==> config.mk <==
export PLATFORM = sky130hd
export DESIGN_NAME = async_serial_unit
export DESIGN_NICKNAME = d
export VERILOG_FILES = /design/src/verilog/uart_pkg.sv /design/src/verilog/async_serial_unit.sv
export SDC_FILE = /design/constraint.sdc
export NUM_CORES = 1
export LEC_CHECK = 0
export CORE_MARGIN = 2
export CORE_UTILIZATION = 30
export DETAILED_ROUTE_END_ITERATION = 10
export DONT_BUFFER_PORTS = 1
export PLACE_DENSITY = 0.55
export SKIP_CTS_REPAIR_TIMING = 1
export SYNTH_ARGS = -nofsm -noshare
export SYNTH_HDL_FRONTEND = slang
export SYNTH_SLANG_ARGS = --single-unit
==> constraint.sdc <==
create_clock -name clock -period 6.4 [get_ports clock]
set_input_delay 0.96 -clock clock [delete_from_list [all_inputs] [get_ports clock]]
set_output_delay 0.96 -clock clock [all_outputs]
set_load 0.03 [all_outputs]
==> src/verilog/uart_pkg.sv <==
// constants, register map and frame states of the async serial transceiver
// assumes one 100 MHz clock and a plain byte-wide register port
package uart_pkg;

  localparam int ADDR_W = 40;
  localparam int DATA_W = 8;

  // register addresses
  localparam logic [ADDR_W-1:0] OFF_PORT3_MODE = 40'h00fffff446;
  localparam logic [ADDR_W-1:0] OFF_PORT3_FUNC = 40'h00fffff466;
  localparam logic [ADDR_W-1:0] OFF_MAIN_CTL = 40'hfffffffa00;
  localparam logic [ADDR_W-1:0] OFF_BASE_CLK = 40'hfffffffa01;
  localparam logic [ADDR_W-1:0] OFF_BAUD_DIV = 40'hfffffffa02;
  localparam logic [ADDR_W-1:0] OFF_LINE_OPT = 40'hfffffffa03;
  localparam logic [ADDR_W-1:0] OFF_ERR_STAT = 40'hfffffffa04;
  localparam logic [ADDR_W-1:0] OFF_RX_BUF = 40'hfffffffa06;
  localparam logic [ADDR_W-1:0] OFF_TX_BUF = 40'hfffffffa07;

  // reset values
  localparam logic [7:0] MAIN_CTL_RESET = 8'h10;
  localparam logic [7:0] BASE_CLK_RESET = 8'h00;
  localparam logic [7:0] BAUD_DIV_RESET = 8'hff;
  localparam logic [7:0] PORT3_RESET = 8'h00;
  localparam logic [7:0] LINE_OPT_FIXED = 8'h14;

  // main control fields
  localparam int PWR_BIT = 7;
  localparam int TXE_BIT = 6;
  localparam int RXE_BIT = 5;
  localparam int DIR_BIT = 4;
  localparam int PS_HI_BIT = 3;
  localparam int PS_LO_BIT = 2;
  localparam int CL_BIT = 1;
  localparam int SL_BIT = 0;
  localparam int CFG_MSB = 4;

  // line option fields
  localparam int TDL_BIT = 1;
  localparam int RDL_BIT = 0;

  // status fields
  localparam int TSF_BIT = 7;
  localparam int PE_BIT = 2;
  localparam int FE_BIT = 1;
  localparam int OVE_BIT = 0;

  // shared port pins
  localparam int PIN_TX_BIT = 3;
  localparam int PIN_RX_BIT = 2;
  localparam logic [7:0] PORT3_FUNC_WMASK = 8'h2c;

  // parity field codes
  localparam logic [1:0] PAR_NONE = 2'b00;
  localparam logic [1:0] PAR_ZERO = 2'b01;
  localparam logic [1:0] PAR_ODD = 2'b10;
  localparam logic [1:0] PAR_EVEN = 2'b11;

  // timing
  localparam int CLK_SEL_W = 3;
  localparam logic [7:0] MIN_DIVISOR = 8'h02;
  localparam logic [2:0] LAST_IDX_8 = 3'h7;
  localparam logic [2:0] LAST_IDX_7 = 3'h6;
  localparam logic [1:0] ENABLE_DONE = 2'b11;

  typedef enum logic [4:0] {
    FS_IDLE = 5'b00001,
    FS_START = 5'b00010,
    FS_DATA = 5'b00100,
    FS_PARITY = 5'b01000,
    FS_STOP = 5'b10000
  } frame_state_t;

endpackage : uart_pkg
==> src/verilog/async_serial_unit.sv <==
// async serial transceiver with baud generator, buffers and shared pin mux
// assumes a synchronous master on the register port and raw pins on port 3
//
// Our own choice: strobed register access.
`timescale 1ns/10ps

// Overview of operation
// - dedicated baud generator: base clock prescaler and 8-bit divisor
// - receive and transmit run independently, each with own buffer
// - 7 or 8 data bits, msb-first or lsb-first
// - parity odd, even, fixed zero or none
// - transmitter sends one or two stop bits
// - receive input and transmit output can each be inverted
// - error interrupt is or of parity, framing and overrun
// - receive-complete pulse when frame moves into receive buffer
// - buffer-free pulse when character moves into transmit shifter
// - each receive error sets its own sticky status flag
// - receiver assembles bits, copies character after stop bit
// - 7-bit characters leave buffer bit 7 at zero
// - shift registers are not visible to software
// - writing transmit buffer starts a transmission
// - main control register is 8 bits, read/write, resets to 10h
// - separate base clock select and baud divisor registers
// - tx pin: port, clocked serial out, or uart tx by mode/function
// - rx pin: port, clocked serial in, or uart rx by mode/function
// - power bit low resets unit, tx pin idles at inactive level
// - units start two base clock cycles after enable
// - parity code 00 none, 01 zero, 10 odd, 11 even
// - length bit 0 gives 7 bits; only first stop bit checked
module async_serial_unit import uart_pkg::*; (
  input wire logic clock,
  input wire logic sys_rst,
  input wire logic [uart_pkg::ADDR_W-1:0] reg_addr,
  input wire logic [uart_pkg::DATA_W-1:0] reg_wdata,
  input wire logic reg_wr,
  input wire logic reg_rd,
  output logic [uart_pkg::DATA_W-1:0] reg_rdata,
  output logic rx_error_irq,
  output logic rx_complete_irq,
  output logic tx_buffer_free_irq,
  input wire logic pin32_in,
  output logic pin32_out,
  output logic pin32_oe,
  input wire logic pin33_in,
  output logic pin33_out,
  output logic pin33_oe,
  input wire logic gpio_out_32,
  input wire logic gpio_oe_32,
  input wire logic gpio_out_33,
  input wire logic gpio_oe_33,
  output logic gpio_in_32,
  output logic gpio_in_33,
  input wire logic csi_data_out,
  output logic csi_data_in
);
  import uart_pkg::*;

  typedef struct packed {
    logic [7:0] main_ctl;
    logic [7:0] base_clk;
    logic [7:0] baud_div;
    logic [1:0] line_lvl;
    logic [7:0] port3_mode;
    logic [7:0] port3_func;
    logic tsf;
    logic pe;
    logic fe;
    logic ove;
    logic [7:0] rx_buf;
    logic rx_full;
    logic [7:0] tx_buf;
    logic tx_full;
    logic [7:0] rdata;
    logic [7:0] pre_cnt;
    logic [1:0] tx_en_sh;
    logic [1:0] rx_en_sh;
    frame_state_t tx_st;
    logic [8:0] tx_cnt;
    logic [2:0] tx_idx;
    logic [7:0] tx_sh;
    logic tx_line;
    frame_state_t rx_st;
    logic [8:0] rx_cnt;
    logic [2:0] rx_idx;
    logic [7:0] rx_sh;
    logic rx_par;
    logic p32_meta;
    logic p32_sync;
    logic p33_meta;
    logic p33_sync;
    logic irq_err;
    logic irq_rx;
    logic irq_tx;
  } state_t;

  state_t s_r;
  state_t s_nxt;

  function automatic state_t reset_state();
    state_t r;
    r = '0;
    r.main_ctl = MAIN_CTL_RESET;
    r.base_clk = BASE_CLK_RESET;
    r.baud_div = BAUD_DIV_RESET;
    r.port3_mode = PORT3_RESET;
    r.port3_func = PORT3_RESET;
    r.tx_st = FS_IDLE;
    r.rx_st = FS_IDLE;
    r.tx_line = 1'b1;
    r.p32_meta = 1'b1;
    r.p32_sync = 1'b1;
    r.p33_meta = 1'b1;
    r.p33_sync = 1'b1;
    return r;
  endfunction : reset_state

  // position in the character of the idx-th bit on the line
  function automatic logic [2:0] bit_pos(input logic [2:0] idx, input logic len8, input logic lsb_first);
    logic [2:0] last;
    last = len8 ? LAST_IDX_8 : LAST_IDX_7;
    bit_pos = lsb_first ? idx : 3'(last - idx);
  endfunction : bit_pos

  function automatic logic [2:0] last_idx(input logic len8);
    last_idx = len8 ? LAST_IDX_8 : LAST_IDX_7;
  endfunction : last_idx

  function automatic logic par_bit(input logic [7:0] d, input logic len8, input logic [1:0] ps);
    logic ones;
    ones = len8 ? ^d : ^d[6:0];
    case (ps)
      PAR_ODD: par_bit = ~ones;
      PAR_EVEN: par_bit = ones;
      default: par_bit = 1'b0;
    endcase
  endfunction : par_bit

  logic pwr;
  logic tx_on;
  logic rx_on;
  logic tx_act;
  logic rx_act;
  logic len8;
  logic lsb_first;
  logic [1:0] ps;
  logic tdl;
  logic rdl;
  logic [7:0] clk_mask;
  logic base_tick;
  logic [7:0] div;
  logic [8:0] bit_len;
  logic [8:0] half_len;
  logic uart_rx_sel;
  logic uart_tx_sel;
  logic serial_rx_pin;
  logic serial_tx_pin;
  logic ctl_locked;
  logic rx_read;
  logic perr;
  logic ferr;
  logic oerr;

  always_comb begin
    pwr = s_r.main_ctl[PWR_BIT];
    tx_on = pwr & s_r.main_ctl[TXE_BIT];
    rx_on = pwr & s_r.main_ctl[RXE_BIT];
    tx_act = tx_on & (s_r.tx_en_sh == ENABLE_DONE);
    rx_act = rx_on & (s_r.rx_en_sh == ENABLE_DONE);
    len8 = s_r.main_ctl[CL_BIT];
    lsb_first = s_r.main_ctl[DIR_BIT];
    ps = s_r.main_ctl[PS_HI_BIT:PS_LO_BIT];
    tdl = s_r.line_lvl[TDL_BIT];
    rdl = s_r.line_lvl[RDL_BIT];
    clk_mask = 8'((9'h001 << s_r.base_clk[CLK_SEL_W-1:0]) - 9'h001);
    base_tick = pwr & ((s_r.pre_cnt & clk_mask) == clk_mask);
    div = (s_r.baud_div < MIN_DIVISOR) ? MIN_DIVISOR : s_r.baud_div;
    bit_len = {div, 1'b0};
    half_len = {1'b0, div};
    uart_rx_sel = s_r.port3_mode[PIN_RX_BIT] & s_r.port3_func[PIN_RX_BIT];
    uart_tx_sel = s_r.port3_mode[PIN_TX_BIT] & s_r.port3_func[PIN_TX_BIT];
    // unselected pin reads as idle after inversion
    serial_rx_pin = (uart_rx_sel ? s_r.p32_sync : ~rdl) ^ rdl;
    serial_tx_pin = (pwr ? s_r.tx_line : 1'b1) ^ tdl;
    ctl_locked = pwr & (s_r.main_ctl[TXE_BIT] | s_r.main_ctl[RXE_BIT]);
    rx_read = reg_rd & (reg_addr == OFF_RX_BUF);
    perr = 1'b0;
    ferr = 1'b0;
    oerr = 1'b0;

    s_nxt = s_r;
    s_nxt.irq_err = 1'b0;
    s_nxt.irq_rx = 1'b0;
    s_nxt.irq_tx = 1'b0;
    s_nxt.p32_meta = pin32_in;
    s_nxt.p32_sync = s_r.p32_meta;
    s_nxt.p33_meta = pin33_in;
    s_nxt.p33_sync = s_r.p33_meta;
    s_nxt.pre_cnt = pwr ? 8'(s_r.pre_cnt + 8'h01) : 8'h00;

    // register reads, data valid in the following cycle only
    s_nxt.rdata = 8'h00;
    if (reg_rd) begin
      case (reg_addr)
        OFF_PORT3_MODE: s_nxt.rdata = s_r.port3_mode;
        OFF_PORT3_FUNC: s_nxt.rdata = s_r.port3_func;
        OFF_MAIN_CTL: s_nxt.rdata = s_r.main_ctl;
        OFF_BASE_CLK: s_nxt.rdata = s_r.base_clk;
        OFF_BAUD_DIV: s_nxt.rdata = s_r.baud_div;
        OFF_LINE_OPT: s_nxt.rdata = LINE_OPT_FIXED | {6'h00, s_r.line_lvl};
        OFF_ERR_STAT: s_nxt.rdata = {s_r.tsf, 4'h0, s_r.pe, s_r.fe, s_r.ove};
        OFF_RX_BUF: s_nxt.rdata = s_r.rx_buf;
        default: s_nxt.rdata = 8'h00;
      endcase
    end
    if (rx_read) begin
      s_nxt.rx_full = 1'b0;
    end

    // register writes
    if (reg_wr) begin
      case (reg_addr)
        OFF_PORT3_MODE: s_nxt.port3_mode = reg_wdata;
        OFF_PORT3_FUNC: s_nxt.port3_func = reg_wdata & PORT3_FUNC_WMASK;
        OFF_MAIN_CTL: begin
          // format bits frozen while a running unit could see them change
          if (ctl_locked) begin
            s_nxt.main_ctl = {reg_wdata[7:CFG_MSB+1], s_r.main_ctl[CFG_MSB:0]};
          end else begin
            s_nxt.main_ctl = reg_wdata;
          end
        end
        OFF_BASE_CLK: s_nxt.base_clk = reg_wdata;
        OFF_BAUD_DIV: s_nxt.baud_div = reg_wdata;
        OFF_LINE_OPT: begin
          if (!tx_on) begin
            s_nxt.line_lvl[TDL_BIT] = reg_wdata[TDL_BIT];
          end
          if (!rx_on) begin
            s_nxt.line_lvl[RDL_BIT] = reg_wdata[RDL_BIT];
          end
        end
        OFF_ERR_STAT: begin
          // flags clear by writing zero, a one leaves them
          s_nxt.pe = s_r.pe & reg_wdata[PE_BIT];
          s_nxt.fe = s_r.fe & reg_wdata[FE_BIT];
          s_nxt.ove = s_r.ove & reg_wdata[OVE_BIT];
        end
        default: ;
      endcase
    end

    // enable delay counts base clock cycles
    if (!tx_on) begin
      s_nxt.tx_en_sh = 2'b00;
    end else if (base_tick) begin
      s_nxt.tx_en_sh = {s_r.tx_en_sh[0], 1'b1};
    end
    if (!rx_on) begin
      s_nxt.rx_en_sh = 2'b00;
    end else if (base_tick) begin
      s_nxt.rx_en_sh = {s_r.rx_en_sh[0], 1'b1};
    end

    // transmitter
    if (!tx_act) begin
      s_nxt.tx_st = FS_IDLE;
      s_nxt.tx_line = 1'b1;
      s_nxt.tx_cnt = 9'h000;
      s_nxt.tx_full = 1'b0;
      s_nxt.tsf = 1'b0;
    end else if (base_tick) begin
      if (s_r.tx_st == FS_IDLE) begin
        if (s_r.tx_full) begin
          s_nxt.tx_sh = s_r.tx_buf;
          s_nxt.tx_full = 1'b0;
          s_nxt.irq_tx = 1'b1;
          s_nxt.tx_st = FS_START;
          s_nxt.tx_line = 1'b0;
          s_nxt.tx_cnt = 9'h000;
        end
      end else if (s_r.tx_cnt != 9'(bit_len - 9'h001)) begin
        s_nxt.tx_cnt = 9'(s_r.tx_cnt + 9'h001);
      end else begin
        s_nxt.tx_cnt = 9'h000;
        case (s_r.tx_st)
          FS_START: begin
            s_nxt.tx_st = FS_DATA;
            s_nxt.tx_idx = 3'h0;
            s_nxt.tx_line = s_r.tx_sh[bit_pos(3'h0, len8, lsb_first)];
          end
          FS_DATA: begin
            if (s_r.tx_idx == last_idx(len8)) begin
              s_nxt.tx_idx = 3'h0;
              if (ps == PAR_NONE) begin
                s_nxt.tx_st = FS_STOP;
                s_nxt.tx_line = 1'b1;
              end else begin
                s_nxt.tx_st = FS_PARITY;
                s_nxt.tx_line = par_bit(s_r.tx_sh, len8, ps);
              end
            end else begin
              s_nxt.tx_idx = 3'(s_r.tx_idx + 3'h1);
              s_nxt.tx_line = s_r.tx_sh[bit_pos(3'(s_r.tx_idx + 3'h1), len8, lsb_first)];
            end
          end
          FS_PARITY: begin
            s_nxt.tx_st = FS_STOP;
            s_nxt.tx_line = 1'b1;
          end
          FS_STOP: begin
            if (s_r.main_ctl[SL_BIT] && s_r.tx_idx == 3'h0) begin
              s_nxt.tx_idx = 3'h1;
            end else begin
              s_nxt.tx_st = FS_IDLE;
              if (!s_r.tx_full) begin
                s_nxt.tsf = 1'b0;
              end
            end
          end
          default: s_nxt.tx_st = FS_IDLE;
        endcase
      end
    end
    // a write in the same cycle as a hand-off refills the buffer
    if (reg_wr && reg_addr == OFF_TX_BUF && tx_act) begin
      s_nxt.tx_buf = reg_wdata;
      s_nxt.tx_full = 1'b1;
      s_nxt.tsf = 1'b1;
    end

    // receiver
    if (!rx_on) begin
      s_nxt.pe = 1'b0;
      s_nxt.fe = 1'b0;
      s_nxt.ove = 1'b0;
      s_nxt.rx_full = 1'b0;
    end
    if (!rx_act) begin
      // start bits before the unit is live are ignored
      s_nxt.rx_st = FS_IDLE;
      s_nxt.rx_cnt = 9'h000;
    end else if (base_tick) begin
      case (s_r.rx_st)
        FS_IDLE: begin
          if (!serial_rx_pin) begin
            s_nxt.rx_st = FS_START;
            s_nxt.rx_cnt = 9'h000;
          end
        end
        FS_START: begin
          if (s_r.rx_cnt == 9'(half_len - 9'h001)) begin
            s_nxt.rx_cnt = 9'h000;
            s_nxt.rx_idx = 3'h0;
            s_nxt.rx_sh = 8'h00;
            s_nxt.rx_st = serial_rx_pin ? FS_IDLE : FS_DATA;
          end else begin
            s_nxt.rx_cnt = 9'(s_r.rx_cnt + 9'h001);
          end
        end
        FS_DATA, FS_PARITY, FS_STOP: begin
          if (s_r.rx_cnt != 9'(bit_len - 9'h001)) begin
            s_nxt.rx_cnt = 9'(s_r.rx_cnt + 9'h001);
          end else begin
            s_nxt.rx_cnt = 9'h000;
            if (s_r.rx_st == FS_DATA) begin
              s_nxt.rx_sh[bit_pos(s_r.rx_idx, len8, lsb_first)] = serial_rx_pin;
              if (s_r.rx_idx == last_idx(len8)) begin
                s_nxt.rx_st = (ps == PAR_NONE) ? FS_STOP : FS_PARITY;
              end else begin
                s_nxt.rx_idx = 3'(s_r.rx_idx + 3'h1);
              end
            end else if (s_r.rx_st == FS_PARITY) begin
              s_nxt.rx_par = serial_rx_pin;
              s_nxt.rx_st = FS_STOP;
            end else begin
              // only the first stop bit is looked at
              perr = ps[1] & (s_r.rx_par != par_bit(s_r.rx_sh, len8, ps));
              ferr = ~serial_rx_pin;
              oerr = s_r.rx_full & ~rx_read;
              s_nxt.pe = s_nxt.pe | perr;
              s_nxt.fe = s_nxt.fe | ferr;
              s_nxt.ove = s_nxt.ove | oerr;
              s_nxt.irq_err = perr | ferr | oerr;
              // on overrun the unread character is kept
              if (!oerr) begin
                s_nxt.rx_buf = s_r.rx_sh;
                s_nxt.rx_full = 1'b1;
                s_nxt.irq_rx = 1'b1;
              end
              s_nxt.rx_st = FS_IDLE;
            end
          end
        end
        default: s_nxt.rx_st = FS_IDLE;
      endcase
    end
  end

  always_ff @(posedge clock) begin
    if (sys_rst) begin
      s_r <= reset_state();
    end else begin
      s_r <= s_nxt;
    end
  end

  assign reg_rdata = s_r.rdata;
  assign rx_error_irq = s_r.irq_err;
  assign rx_complete_irq = s_r.irq_rx;
  assign tx_buffer_free_irq = s_r.irq_tx;

  // shared pins
  assign pin33_out = !s_r.port3_mode[PIN_TX_BIT] ? gpio_out_33 :
                     (uart_tx_sel ? serial_tx_pin : csi_data_out);
  assign pin33_oe = s_r.port3_mode[PIN_TX_BIT] | gpio_oe_33;
  assign pin32_out = gpio_out_32;
  assign pin32_oe = ~s_r.port3_mode[PIN_RX_BIT] & gpio_oe_32;
  assign csi_data_in = (s_r.port3_mode[PIN_RX_BIT] & ~s_r.port3_func[PIN_RX_BIT]) ? s_r.p32_sync : 1'b0;
  assign gpio_in_32 = s_r.p32_sync;
  assign gpio_in_33 = s_r.p33_sync;

endmodule : async_serial_unit

==> run summary, run 1 <==
Outcome -> complete, no violations
Clock Skews -> 0.01262 ns
Startpoint Class -> flip-flop
Pre-CTS setup slack -> 1.565 ns
Initial Utilization -> 30.32%
Number of CTS-inserted buffers -> 17
GRT Total Usage -> 15.53%
Launching point of the worst reg2reg path -> s_r[123]
Die Wd -> 162.8 um
Clock transition at path regs -> 0.06 ns
Vias -> 6361
DR iter-0 viols -> 569
DRC -> 0
CTS HTree Levels -> 4
Area delta synth->final -> 10.17%
DRT antenna net count -> 0
Clock Latency Late Sink -> 0.43 ns
Sequential share of power -> 46.3%
Async SR Flop Fraction -> 0%
TritonCTS Sinks -> 137
Max frequency -> 207.3 MHz
Number of synthesized flops with an enable pin -> 0
CTS root buf -> clkbuf_16
Sw Share -> 22.77%
Clock power share -> 52.9%
Die area -> 26520 um^2
Largest cells by area after synthesis -> dfxtp_1 36%, mux2i_1 8.2%, nor2_1 6.9%
Register area -> 2743 um^2
Layout cells sized above 1 -> 9.287%
Vias in the first global route -> 5914
Port buffer count -> 0
Final antenna diode count -> 0
Core ar. -> 24960 um^2
First-pass GRT wire length -> 32230 um
Leak Pwr -> 2.805 nW
Max Root-Sink Buffers -> 2
Yosys warnings -> 0
Worst vdd ir -> 0.1834 mV
TNS Setup -> 0 ns
Worst path required time -> 6.72 ns
Layout net count -> 940
Cell Int Power -> 1.427 mW
Measured slew at the worst slew-check pin -> 1.134 ns
IO Count -> 77
Critical Path Source -> s_r[123]
Post-route worst setup slack -> 1.575 ns
Synth Instances -> 905
Crit. End Element -> flip-flop
Final core occ -> 33.40%
Period minus WS final -> 4.825 ns
DR vias/cell -> 5.244
Netlist cell types -> 76
Area leader, netlist -> dfxtp_1
Final Slew Violations -> 0
Switching power -> 420.8 uW
Row count -> 58
# fillers -> 2654
Clock tree from TritonCTS -> done
Cell Area, Synth -> 7569 um^2
Die height -> 162.8 um
Inst Count DP -> 1181
Placer Congestion -> 0.9204
Hold Vio Cnt, Final -> 0
CP Class -> reg -> reg
Initial antenna violation count -> 0
Multi-input gate area -> 4501 um^2
Finished Layout Cells -> 1213
RSZ-0062 raised after global routing -> no
Post-DP HPWL -> 14700 um
First drt pass iteration count -> 5
Sequential cell area fraction in the yosys report -> 36.24%
Final setup vio count -> 0
Period utilisation layout -> 75.39%
Relative slew slack -> 24.19%
Post-synth top flop -> dfxtp_1
Hold Crit Start -> s_nxt[3]
Syn nets -> 975
Power share of the combinational group -> 0.9%
GRT overflow -> 0
Largest net degree at the start of global routing -> 69
Crit path DAT -> 5.14 ns
Worst Hold Class -> reg -> reg
Max-cap violations -> 0
Mean Syn Cell Area -> 8.363 um^2
Post-synth top area share -> 36.24%
WL/cell -> 16.87 um
Total wire length -> 20470 um
Flops & latches, synth -> 137
PwrDens -> 221.6 nW/um^2
Max FO, Critical Path -> 11
## synth_stat cells (4+ instances only)
cell	count
nand2b_1	7
or4_1	4
a31oi_1	10
and2_1	5
a211o_1	6
xnor2_1	40
nor3_1	18
nand3b_1	7
nand4_1	16
o311ai_0	6
a21oi_1	40
o211ai_1	4
o21ai_0	34
a222oi_1	7
and3_1	6
nor3b_1	5
nor4_1	13
a211oi_1	4
nand3_1	26
mux4_2	4
nor2_1	139
or2_2	7
or3_1	9
buf_2	10
nand2_1	95
o21ai_1	7
nor2b_1	9
clkbuf_1	34
o21a_1	6
buf_4	10
ha_1	11
inv_1	18
mux2i_1	62
mux2_2	9
dfxtp_1	137
xor2_1	19
o22ai_1	4
## cells by family after synthesis
kind of cell | after synthesis | synth area share, %
and+or+nand+nor | 388 | 25.46
xor gates and xnor gates | 60 | 7.043
buffers and inverters | 76 | 4.530
DFF | 137 | 36.24
AOI/OAI and AO/OA | 158 | 14.18
muxes | 75 | 10.73
adders and majority gates | 11 | 1.818
## routing by layer
| layer | track usage [%] | share of wire [%] | wire, um | up-vias |
|---|---|---|---|---|
| li1 | - | - | - | 3142 |
| met1 | 20.50 | 46 | 9358 | 2983 |
| met2 | 24.98 | 46 | 9452 | 200 |
| met3 | 3.234 | 5.3 | 1094 | 36 |
| met4 | 5.792 | 2.7 | 561 | 0 |
| met5 | 0 | 0 | 0 | - |
## registers in the layout (all words and copies together) (netlist names), 2 cells and up
signal,flops
s_r,116
reg_rdata,8
ps,2
s_nxt,2
## power groups by stage
stage	Clock [mW]	Sequential, mW	Combinational, mW
floorplan	0	0.874	0.0227
global placement	0	0.874	0.0161
detailed placement	0	0.874	0.0161
CTS	0.998	0.855	0.0161
global route	1.04	0.855	0.0172
finish	0.977	0.855	0.0161
## metrics by stage
| step | hold slack (ns) | instance area, um^2 | total power [mW] |
|---|---|---|---|
| 6_report | 0.4062 | 8338 | 1.848 |
| 5_1_grt | 0.4205 | 8338 | 1.910 |
| 3_5_place_dp | 0.3923 | 7754 | 0.8903 |
| 3_3_place_gp | 0.3928 | 7754 | 0.8903 |
| 4_1_cts | 0.4072 | 8338 | 1.869 |
| 2_1_floorplan | 0.3895 | 7569 | 0.8968 |
## layout by cell type, fill, tap and decap left out, drive strengths merged, types with 4 or more instances in the layout
master  synthesis  layout
nand3b          7       7
mux4            4       4
dfxtp         137     137
clkinv          0       4
mux2i          62      62
nand2b          7       7
nor3           20      20
a21oi          41      41
and3            6       6
a211oi          4       4
nand2          95      95
a211o           6       6
o211ai          5       5
and2            5       5
xnor2          41      41
o311ai          7       7
a222oi          7       7
o21ai          43      43
nor2b           9       9
nor3b           5       5
nand3          26      26
inv            18      26
o21a            6       6
or3             9       9
o22ai           4       4
a31oi          10      10
buf            24       4
or4             7       7
ha             11      11
nor4           18      18
mux2            9       9
clkbuf         34      19
or2             9       9
nor2          139     139
xor2           19      19
nand4          17      17
## worst max-delay path: stages (launching register included)
cell	delay, ns
dfxtp_1	0.47
or4_1	0.67
o41ai_2	0.38
ha_1	0.35
or3b_1	0.49
xnor2_1	0.18
nor4_1	0.30
o211a_2	0.28
nand3_1	0.27
nor4b_2	1.01
mux2i_1	0.28
nor2_1	0.05
## path summary, 6_finish.rpt
check,slack (ns),endpoint,cells past startpoint
worst min register to register,0.41,gpio_in_33,1
worst max-delay path,1.58,s_r[89],11
worst max register to register,1.58,s_r[89],11
worst min-delay path,0.41,gpio_in_33,1
## layout make-up
class / instances / share of cell area [%]
Multi-Input combinational cell: 692 / 53.98
Sequential cell: 137 / 32.89
Clock buffer: 19 / 5.432
Tap cell: 330 / 4.952
Clock inverter: 13 / 1.576
Inverter: 18 / 0.8103
Timing Repair Buffer: 4 / 0.3601
No activity file was read; power rests on OpenSTA's default activity.
==> inputs of run 2 (changes only) <==
PLACE_DENSITY = 0.56   (was 0.55)
clock period = 4.4 ns   (was 6.4 ns; I/O delays follow)
==> run summary, run 2 (same netlist as run 1, synthesis figures left out) <==
Crit. End Element -> flip-flop (unchanged)
CTS root buf -> clkbuf_16 (unchanged)
Clock transition at path regs -> 0.06 ns (about the same)
Multi-input gate area -> 4501 um^2 (unchanged)
CTS HTree Levels -> 4 (unchanged)
TNS Setup -> 0 ns (unchanged)
Sequential share of power -> 46.8% (was 46.3%)
Finished Cell Area -> 8396 um^2 (was 8338 um^2)
Measured slew at the worst slew-check pin -> 0.9287 ns (was 1.134 ns)
DRC -> 0 (unchanged)
Vias in the first global route -> 6055 (was 5914)
Post-DP HPWL -> 14700 um (about the same)
Switching power -> 583.5 uW (was 420.8 uW)
Final setup vio count -> 0 (unchanged)
Post-place instance area -> 7836 um^2 (was 7754 um^2)
# fillers -> 2615 (was 2654)
Period utilisation layout -> 93.10% (was 75.39%)
Initial antenna violation count -> 0 (unchanged)
Tot Pwr -> 2.661 mW (was 1.848 mW)
Initial Utilization -> 30.32% (unchanged)
Core ar. -> 24960 um^2 (unchanged)
Die Wd -> 162.8 um (unchanged)
Die height -> 162.8 um (unchanged)
Worst path required time -> 4.76 ns (was 6.72 ns)
Layout net count -> 951 (was 940)
Final core occ -> 33.63% (was 33.40%)
Hold Vio Cnt, Final -> 0 (unchanged)
Worst Hold Class -> in -> reg (was reg -> reg)
Most flops, register -> s_r (unchanged)
Max-cap violations -> 0 (unchanged)
Row count -> 58 (unchanged)
DR vias/cell -> 5.205 (was 5.244)
GRT overflow -> 0 (unchanged)
WL/cell -> 16.79 um (was 16.87 um)
Vias -> 6360 (was 6361)
Clock Latency Late Sink -> 0.43 ns (about the same)
Relative slew slack -> 37.86% (was 24.19%)
Final antenna diode count -> 0 (unchanged)
IO Count -> 77 (unchanged)
TritonCTS Sinks -> 137 (unchanged)
Number of CTS-inserted buffers -> 17 (unchanged)
Period minus WS final -> 4.097 ns (was 4.825 ns)
FF-to-FF path depth -> 11 (unchanged)
CP Class -> reg -> reg (unchanged)
Max Root-Sink Buffers -> 2 (unchanged)
Leak Pwr -> 2.836 nW (was 2.805 nW)
Most frequent cells in the layout -> 139 x nor2_1, 137 x dfxtp_1, 95 x nand2_1, 62 x mux2i_1 (unchanged)
Commonest non-fill, non-tap cell in the layout -> nor2_1 (unchanged)
Max reg flops -> 116 (unchanged)
Sw Share -> 21.93% (was 22.77%)
DR iter-0 viols -> 570 (was 569)
Clock power share -> 52.4% (was 52.9%)
First-pass GRT wire length -> 33000 um (was 32230 um)
DRT antenna net count -> 0 (unchanged)
Cell Int Power -> 2.078 mW (was 1.427 mW)
Clock Skews -> 0.007672 ns (was 0.01262 ns)
Clock tree from TritonCTS -> done (unchanged)
Crit path DAT -> 4.46 ns (was 5.14 ns)
Outcome -> complete, no violations (unchanged)
Total wire length -> 20520 um (was 20470 um)
Worst Hold Depth -> 1 (unchanged)
Worst vdd ir -> 0.2785 mV (was 0.1834 mV)
Max frequency -> 244.1 MHz (was 207.3 MHz)
Area delta synth->final -> 10.93% (was 10.17%)
Register area -> 2743 um^2 (unchanged)
Placer Congestion -> 0.9066 (was 0.9204)
Largest net degree at the start of global routing -> 69 (unchanged)
Startpoint Class -> flip-flop (unchanged)
Die area -> 26520 um^2 (unchanged)
Power share of the combinational group -> 0.9% (about the same)
Layout cells sized above 1 -> 10.09% (was 9.287%)
RSZ-0062 raised after global routing -> no (unchanged)
Max FO, Critical Path -> 11 (unchanged)
First drt pass iteration count -> 7 (was 5)
Port buffer count -> 0 (unchanged)
Final Slew Violations -> 0 (unchanged)
GRT Total Usage -> 15.76% (was 15.53%)
PwrDens -> 317.0 nW/um^2 (was 221.6 nW/um^2)
==> run 2: power groups by stage <==
| stage | registers [mW] | clock network [mW] | logic [mW] |
|---|---|---|---|
| detailed placement | 1.27 | 0 | 0.0233 |
| global placement | 1.27 | 0 | 0.0231 |
| CTS | 1.24 | 1.41 | 0.0234 |
| finish | 1.24 | 1.39 | 0.0232 |
| global route | 1.24 | 1.46 | 0.0246 |
| floorplan | 1.27 | 0 | 0.0330 |
==> run 2: cell type report <==
type | count | share of cell area [%]
clock buffers | 18 | 5.112
clock inverters | 12 | 1.550
well taps | 330 | 4.918
flip-flops and latches | 137 | 32.67
repair buffers | 15 | 1.341
multi-input cells | 692 | 53.61
inverters | 18 | 0.8048
==> run 2: path summary, 6_finish.rpt <==
path / startpoint / slack (ns) / to
hold reg to reg: s_nxt[5] / 0.41 / gpio_in_32
hold / removal: sys_rst / 0.33 / s_r[7]
setup / recovery: s_r[126] / 0.30 / s_r[12]
setup reg to reg: s_r[126] / 0.30 / s_r[12]
==> run 2: per-stage QoR <==
step	setup WS, ns	instances	hold WS, ns
floorplan	0.4941	905	0.3895
global placement	0.4459	1192	0.3964
detailed placement	0.3115	1192	0.3927
CTS	0.3027	1222	0.3051
global route	0.03082	1222	0.3141
finish	0.3034	1222	0.3317
==> run 2: metal layers <==
layer | part of all wire [%] | vias up | track usage, %
met5 | 0 | - | 0
met4 | 2.3 | 0 | 6.235
met3 | 5.3 | 30 | 3.616
met2 | 45 | 200 | 24.77
met1 | 47 | 2969 | 20.91
li1 | - | 3161 | -
==> run 2: worst max-delay path, cell delays in order (launching register included) <==
cell and delay, ns:
dfxtp_1 0.31, or4_1 0.64, o41ai_2 0.32, ha_1 0.32
or3b_1 0.50, xnor2_1 0.17, nor4_1 0.28, o211a_2 0.27
a21oi_2 0.09, or2_1 0.38, or4_1 0.60, o21ai_1 0.16
==> inputs of run 3 (changes only) <==
CORE_ASPECT_RATIO = 2   (was not set)
==> run summary, run 3 (same netlist as run 1, synthesis figures left out) <==
Crit path DAT -> 4.56 ns (was 4.46 ns)
Measured slew at the worst slew-check pin -> 0.8852 ns (was 0.9287 ns)
Clock Skews -> 0.007578 ns (was 0.007672 ns)
Max FO, Critical Path -> 11 (unchanged)
Row count -> 82 (was 58)
PwrDens -> 327.2 nW/um^2 (was 317.0 nW/um^2)
Max incr delay on CP -> 0.66 ns (was 0.64 ns)
Hold Vio Cnt, Final -> 0 (unchanged)
First drt pass iteration count -> 5 (was 7)
Final Slew Violations -> 0 (unchanged)
Clock Latency Late Sink -> 0.44 ns (was 0.43 ns)
Max frequency -> 238.7 MHz (was 244.1 MHz)
Layout net count -> 951 (unchanged)
Worst Hold Class -> in -> reg (unchanged)
Die Wd -> 116.3 um (was 162.8 um)
Max reg flops -> 116 (unchanged)
Power share of the combinational group -> 0.8% (was 0.9%)
Sequential share of power -> 45.0% (was 46.8%)
Crit. End Element -> flip-flop (unchanged)
Vias in the first global route -> 6585 (was 6055)
GRT Total Usage -> 17.37% (was 15.76%)
Family with the most delay on the worst path -> simple AND/OR/NAND/NOR gates (unchanged)
CTS HTree Levels -> 4 (unchanged)
Post-route worst setup slack -> 0.2106 ns (was 0.3034 ns)
Area delta synth->final -> 11.75% (was 10.93%)
TritonCTS Sinks -> 137 (unchanged)
Layout cells sized above 1 -> 10.40% (was 10.09%)
First-pass GRT wire length -> 35310 um (was 33000 um)
Relative slew slack -> 40.77% (was 37.86%)
Placer Congestion -> 0.8580 (was 0.9066)
Cell Int Power -> 2.163 mW (was 2.078 mW)
Largest net degree at the start of global routing -> 69 (unchanged)
Clock power share -> 54.2% (was 52.4%)
Finished Cell Area -> 8458 um^2 (was 8396 um^2)
Most frequent cells in the layout -> 139 x nor2_1, 137 x dfxtp_1, 95 x nand2_1, 62 x mux2i_1 (unchanged)
Finished Layout Cells -> 1230 (was 1222)
Outcome -> complete, no violations (unchanged)
DR iter-0 viols -> 356 (was 570)
Leak Pwr -> 2.861 nW (was 2.836 nW)
Pre-CTS setup slack -> 0.2342 ns (was 0.3115 ns)
Initial Utilization -> 30.36% (was 30.32%)
DRC -> 0 (unchanged)
CTS root buf -> clkbuf_16 (unchanged)
CP Class -> reg -> reg (unchanged)
Core ar. -> 24930 um^2 (was 24960 um^2)
Total wire length -> 22100 um (was 20520 um)
Post-place instance area -> 7844 um^2 (was 7836 um^2)
Slowest-stage cell, CP -> or4_1 (unchanged)
Clock tree from TritonCTS -> done (unchanged)
# fillers -> 2599 (was 2615)
RSZ-0062 raised after global routing -> no (unchanged)
Final antenna diode count -> 0 (unchanged)
Max-cap violations -> 0 (unchanged)
Period utilisation layout -> 95.21% (was 93.10%)
Initial antenna violation count -> 0 (unchanged)
Crit-path cells -> or4_1 > o41ai_2 > ha_2 > or3b_1 > xnor2_1 > nor4_1 > o211a_2 > a21oi_2 > or2_1 > or4_1 > o21ai_1 (was or4_1 > o41ai_2 > ha_1 > or3b_1 > xnor2_1 > nor4_1 > o211a_2 > a21oi_2 > or2_1 > or4_1 > o21ai_1)
Clock transition at path regs -> 0.06 ns (about the same)
GRT overflow -> 0 (unchanged)
Port buffer count -> 0 (unchanged)
Worst vdd ir -> 0.3051 mV (was 0.2785 mV)
DR vias/cell -> 5.289 (was 5.205)
Sw Share -> 21.83% (was 21.93%)
Worst path required time -> 4.77 ns (was 4.76 ns)
Startpoint Class -> flip-flop (unchanged)
Die area -> 26590 um^2 (was 26520 um^2)
Most flops, register -> s_r (unchanged)
Die height -> 228.6 um (was 162.8 um)
Flop2flop setup slack -> 0.21 ns (was 0.30 ns)
Vias -> 6506 (was 6360)
Commonest non-fill, non-tap cell in the layout -> nor2_1 (unchanged)
WL/cell -> 17.96 um (was 16.79 um)
TNS Setup -> 0 ns (unchanged)
CP bufs+invs -> 0 (unchanged)
Max Root-Sink Buffers -> 2 (unchanged)
Switching power -> 604.1 uW (was 583.5 uW)
Worst hold slack -> 0.3151 ns (was 0.3317 ns)
Inst Count DP -> 1198 (was 1192)
DRT antenna net count -> 0 (unchanged)
Most used cell, CP -> or4_1 (unchanged)
Period minus WS final -> 4.189 ns (was 4.097 ns)
Post-DP HPWL -> 16990 um (was 14700 um)
IO Count -> 77 (unchanged)
Final setup vio count -> 0 (unchanged)
Number of CTS-inserted buffers -> 17 (unchanged)
==> run 3: worst paths after layout <==
check	cells after the start	from	to
setup reg to reg	11	s_r[126]	s_r[15]
setup / recovery	11	s_r[126]	s_r[15]
hold reg to reg	1	s_nxt[3]	gpio_in_33
hold / removal	1	sys_rst	s_r[89]
==> run 3: through the flow <==
step                utilization [%]  power [mW]
floorplan                         -       1.304
global placement              31.46       1.294
detailed placement            31.46       1.294
CTS                           33.92       2.787
global route                  33.93       2.844
finish                        33.93       2.767
==> run 3: routing by layer <==
metal / vias up / share of wire, % / track usage [%] / wire length (um)
li1: 3155 / - / - / -
met1: 3082 / 36 / 16.58 / 7847
met2: 194 / 53 / 30.98 / 11680
met3: 75 / 3.6 / 3.368 / 787
met4: 0 / 8.1 / 14.21 / 1781
met5: - / 0 / 0 / 0
==> run 3: cell type report <==
class	count	area [um^2]	area share, %
repair buffers	15	112.6	1.331
inverters	18	67.56	0.7988
clock inverters	13	168.9	1.997
flip-flops and latches	137	2743	32.43
well taps	336	420.4	4.970
clock buffers	19	442.9	5.237
multi-input cells	692	4503	53.24
==> run 3: power by group through the flow <==
stage / registers (mW) / logic [mW] / clock network (mW)
after detailed placement: 1.27 / 0.0225 / 0
final: 1.24 / 0.0225 / 1.50
after global placement: 1.27 / 0.0225 / 0
after floorplan: 1.27 / 0.0330 / 0
after global routing: 1.24 / 0.0238 / 1.58
after CTS: 1.24 / 0.0225 / 1.52
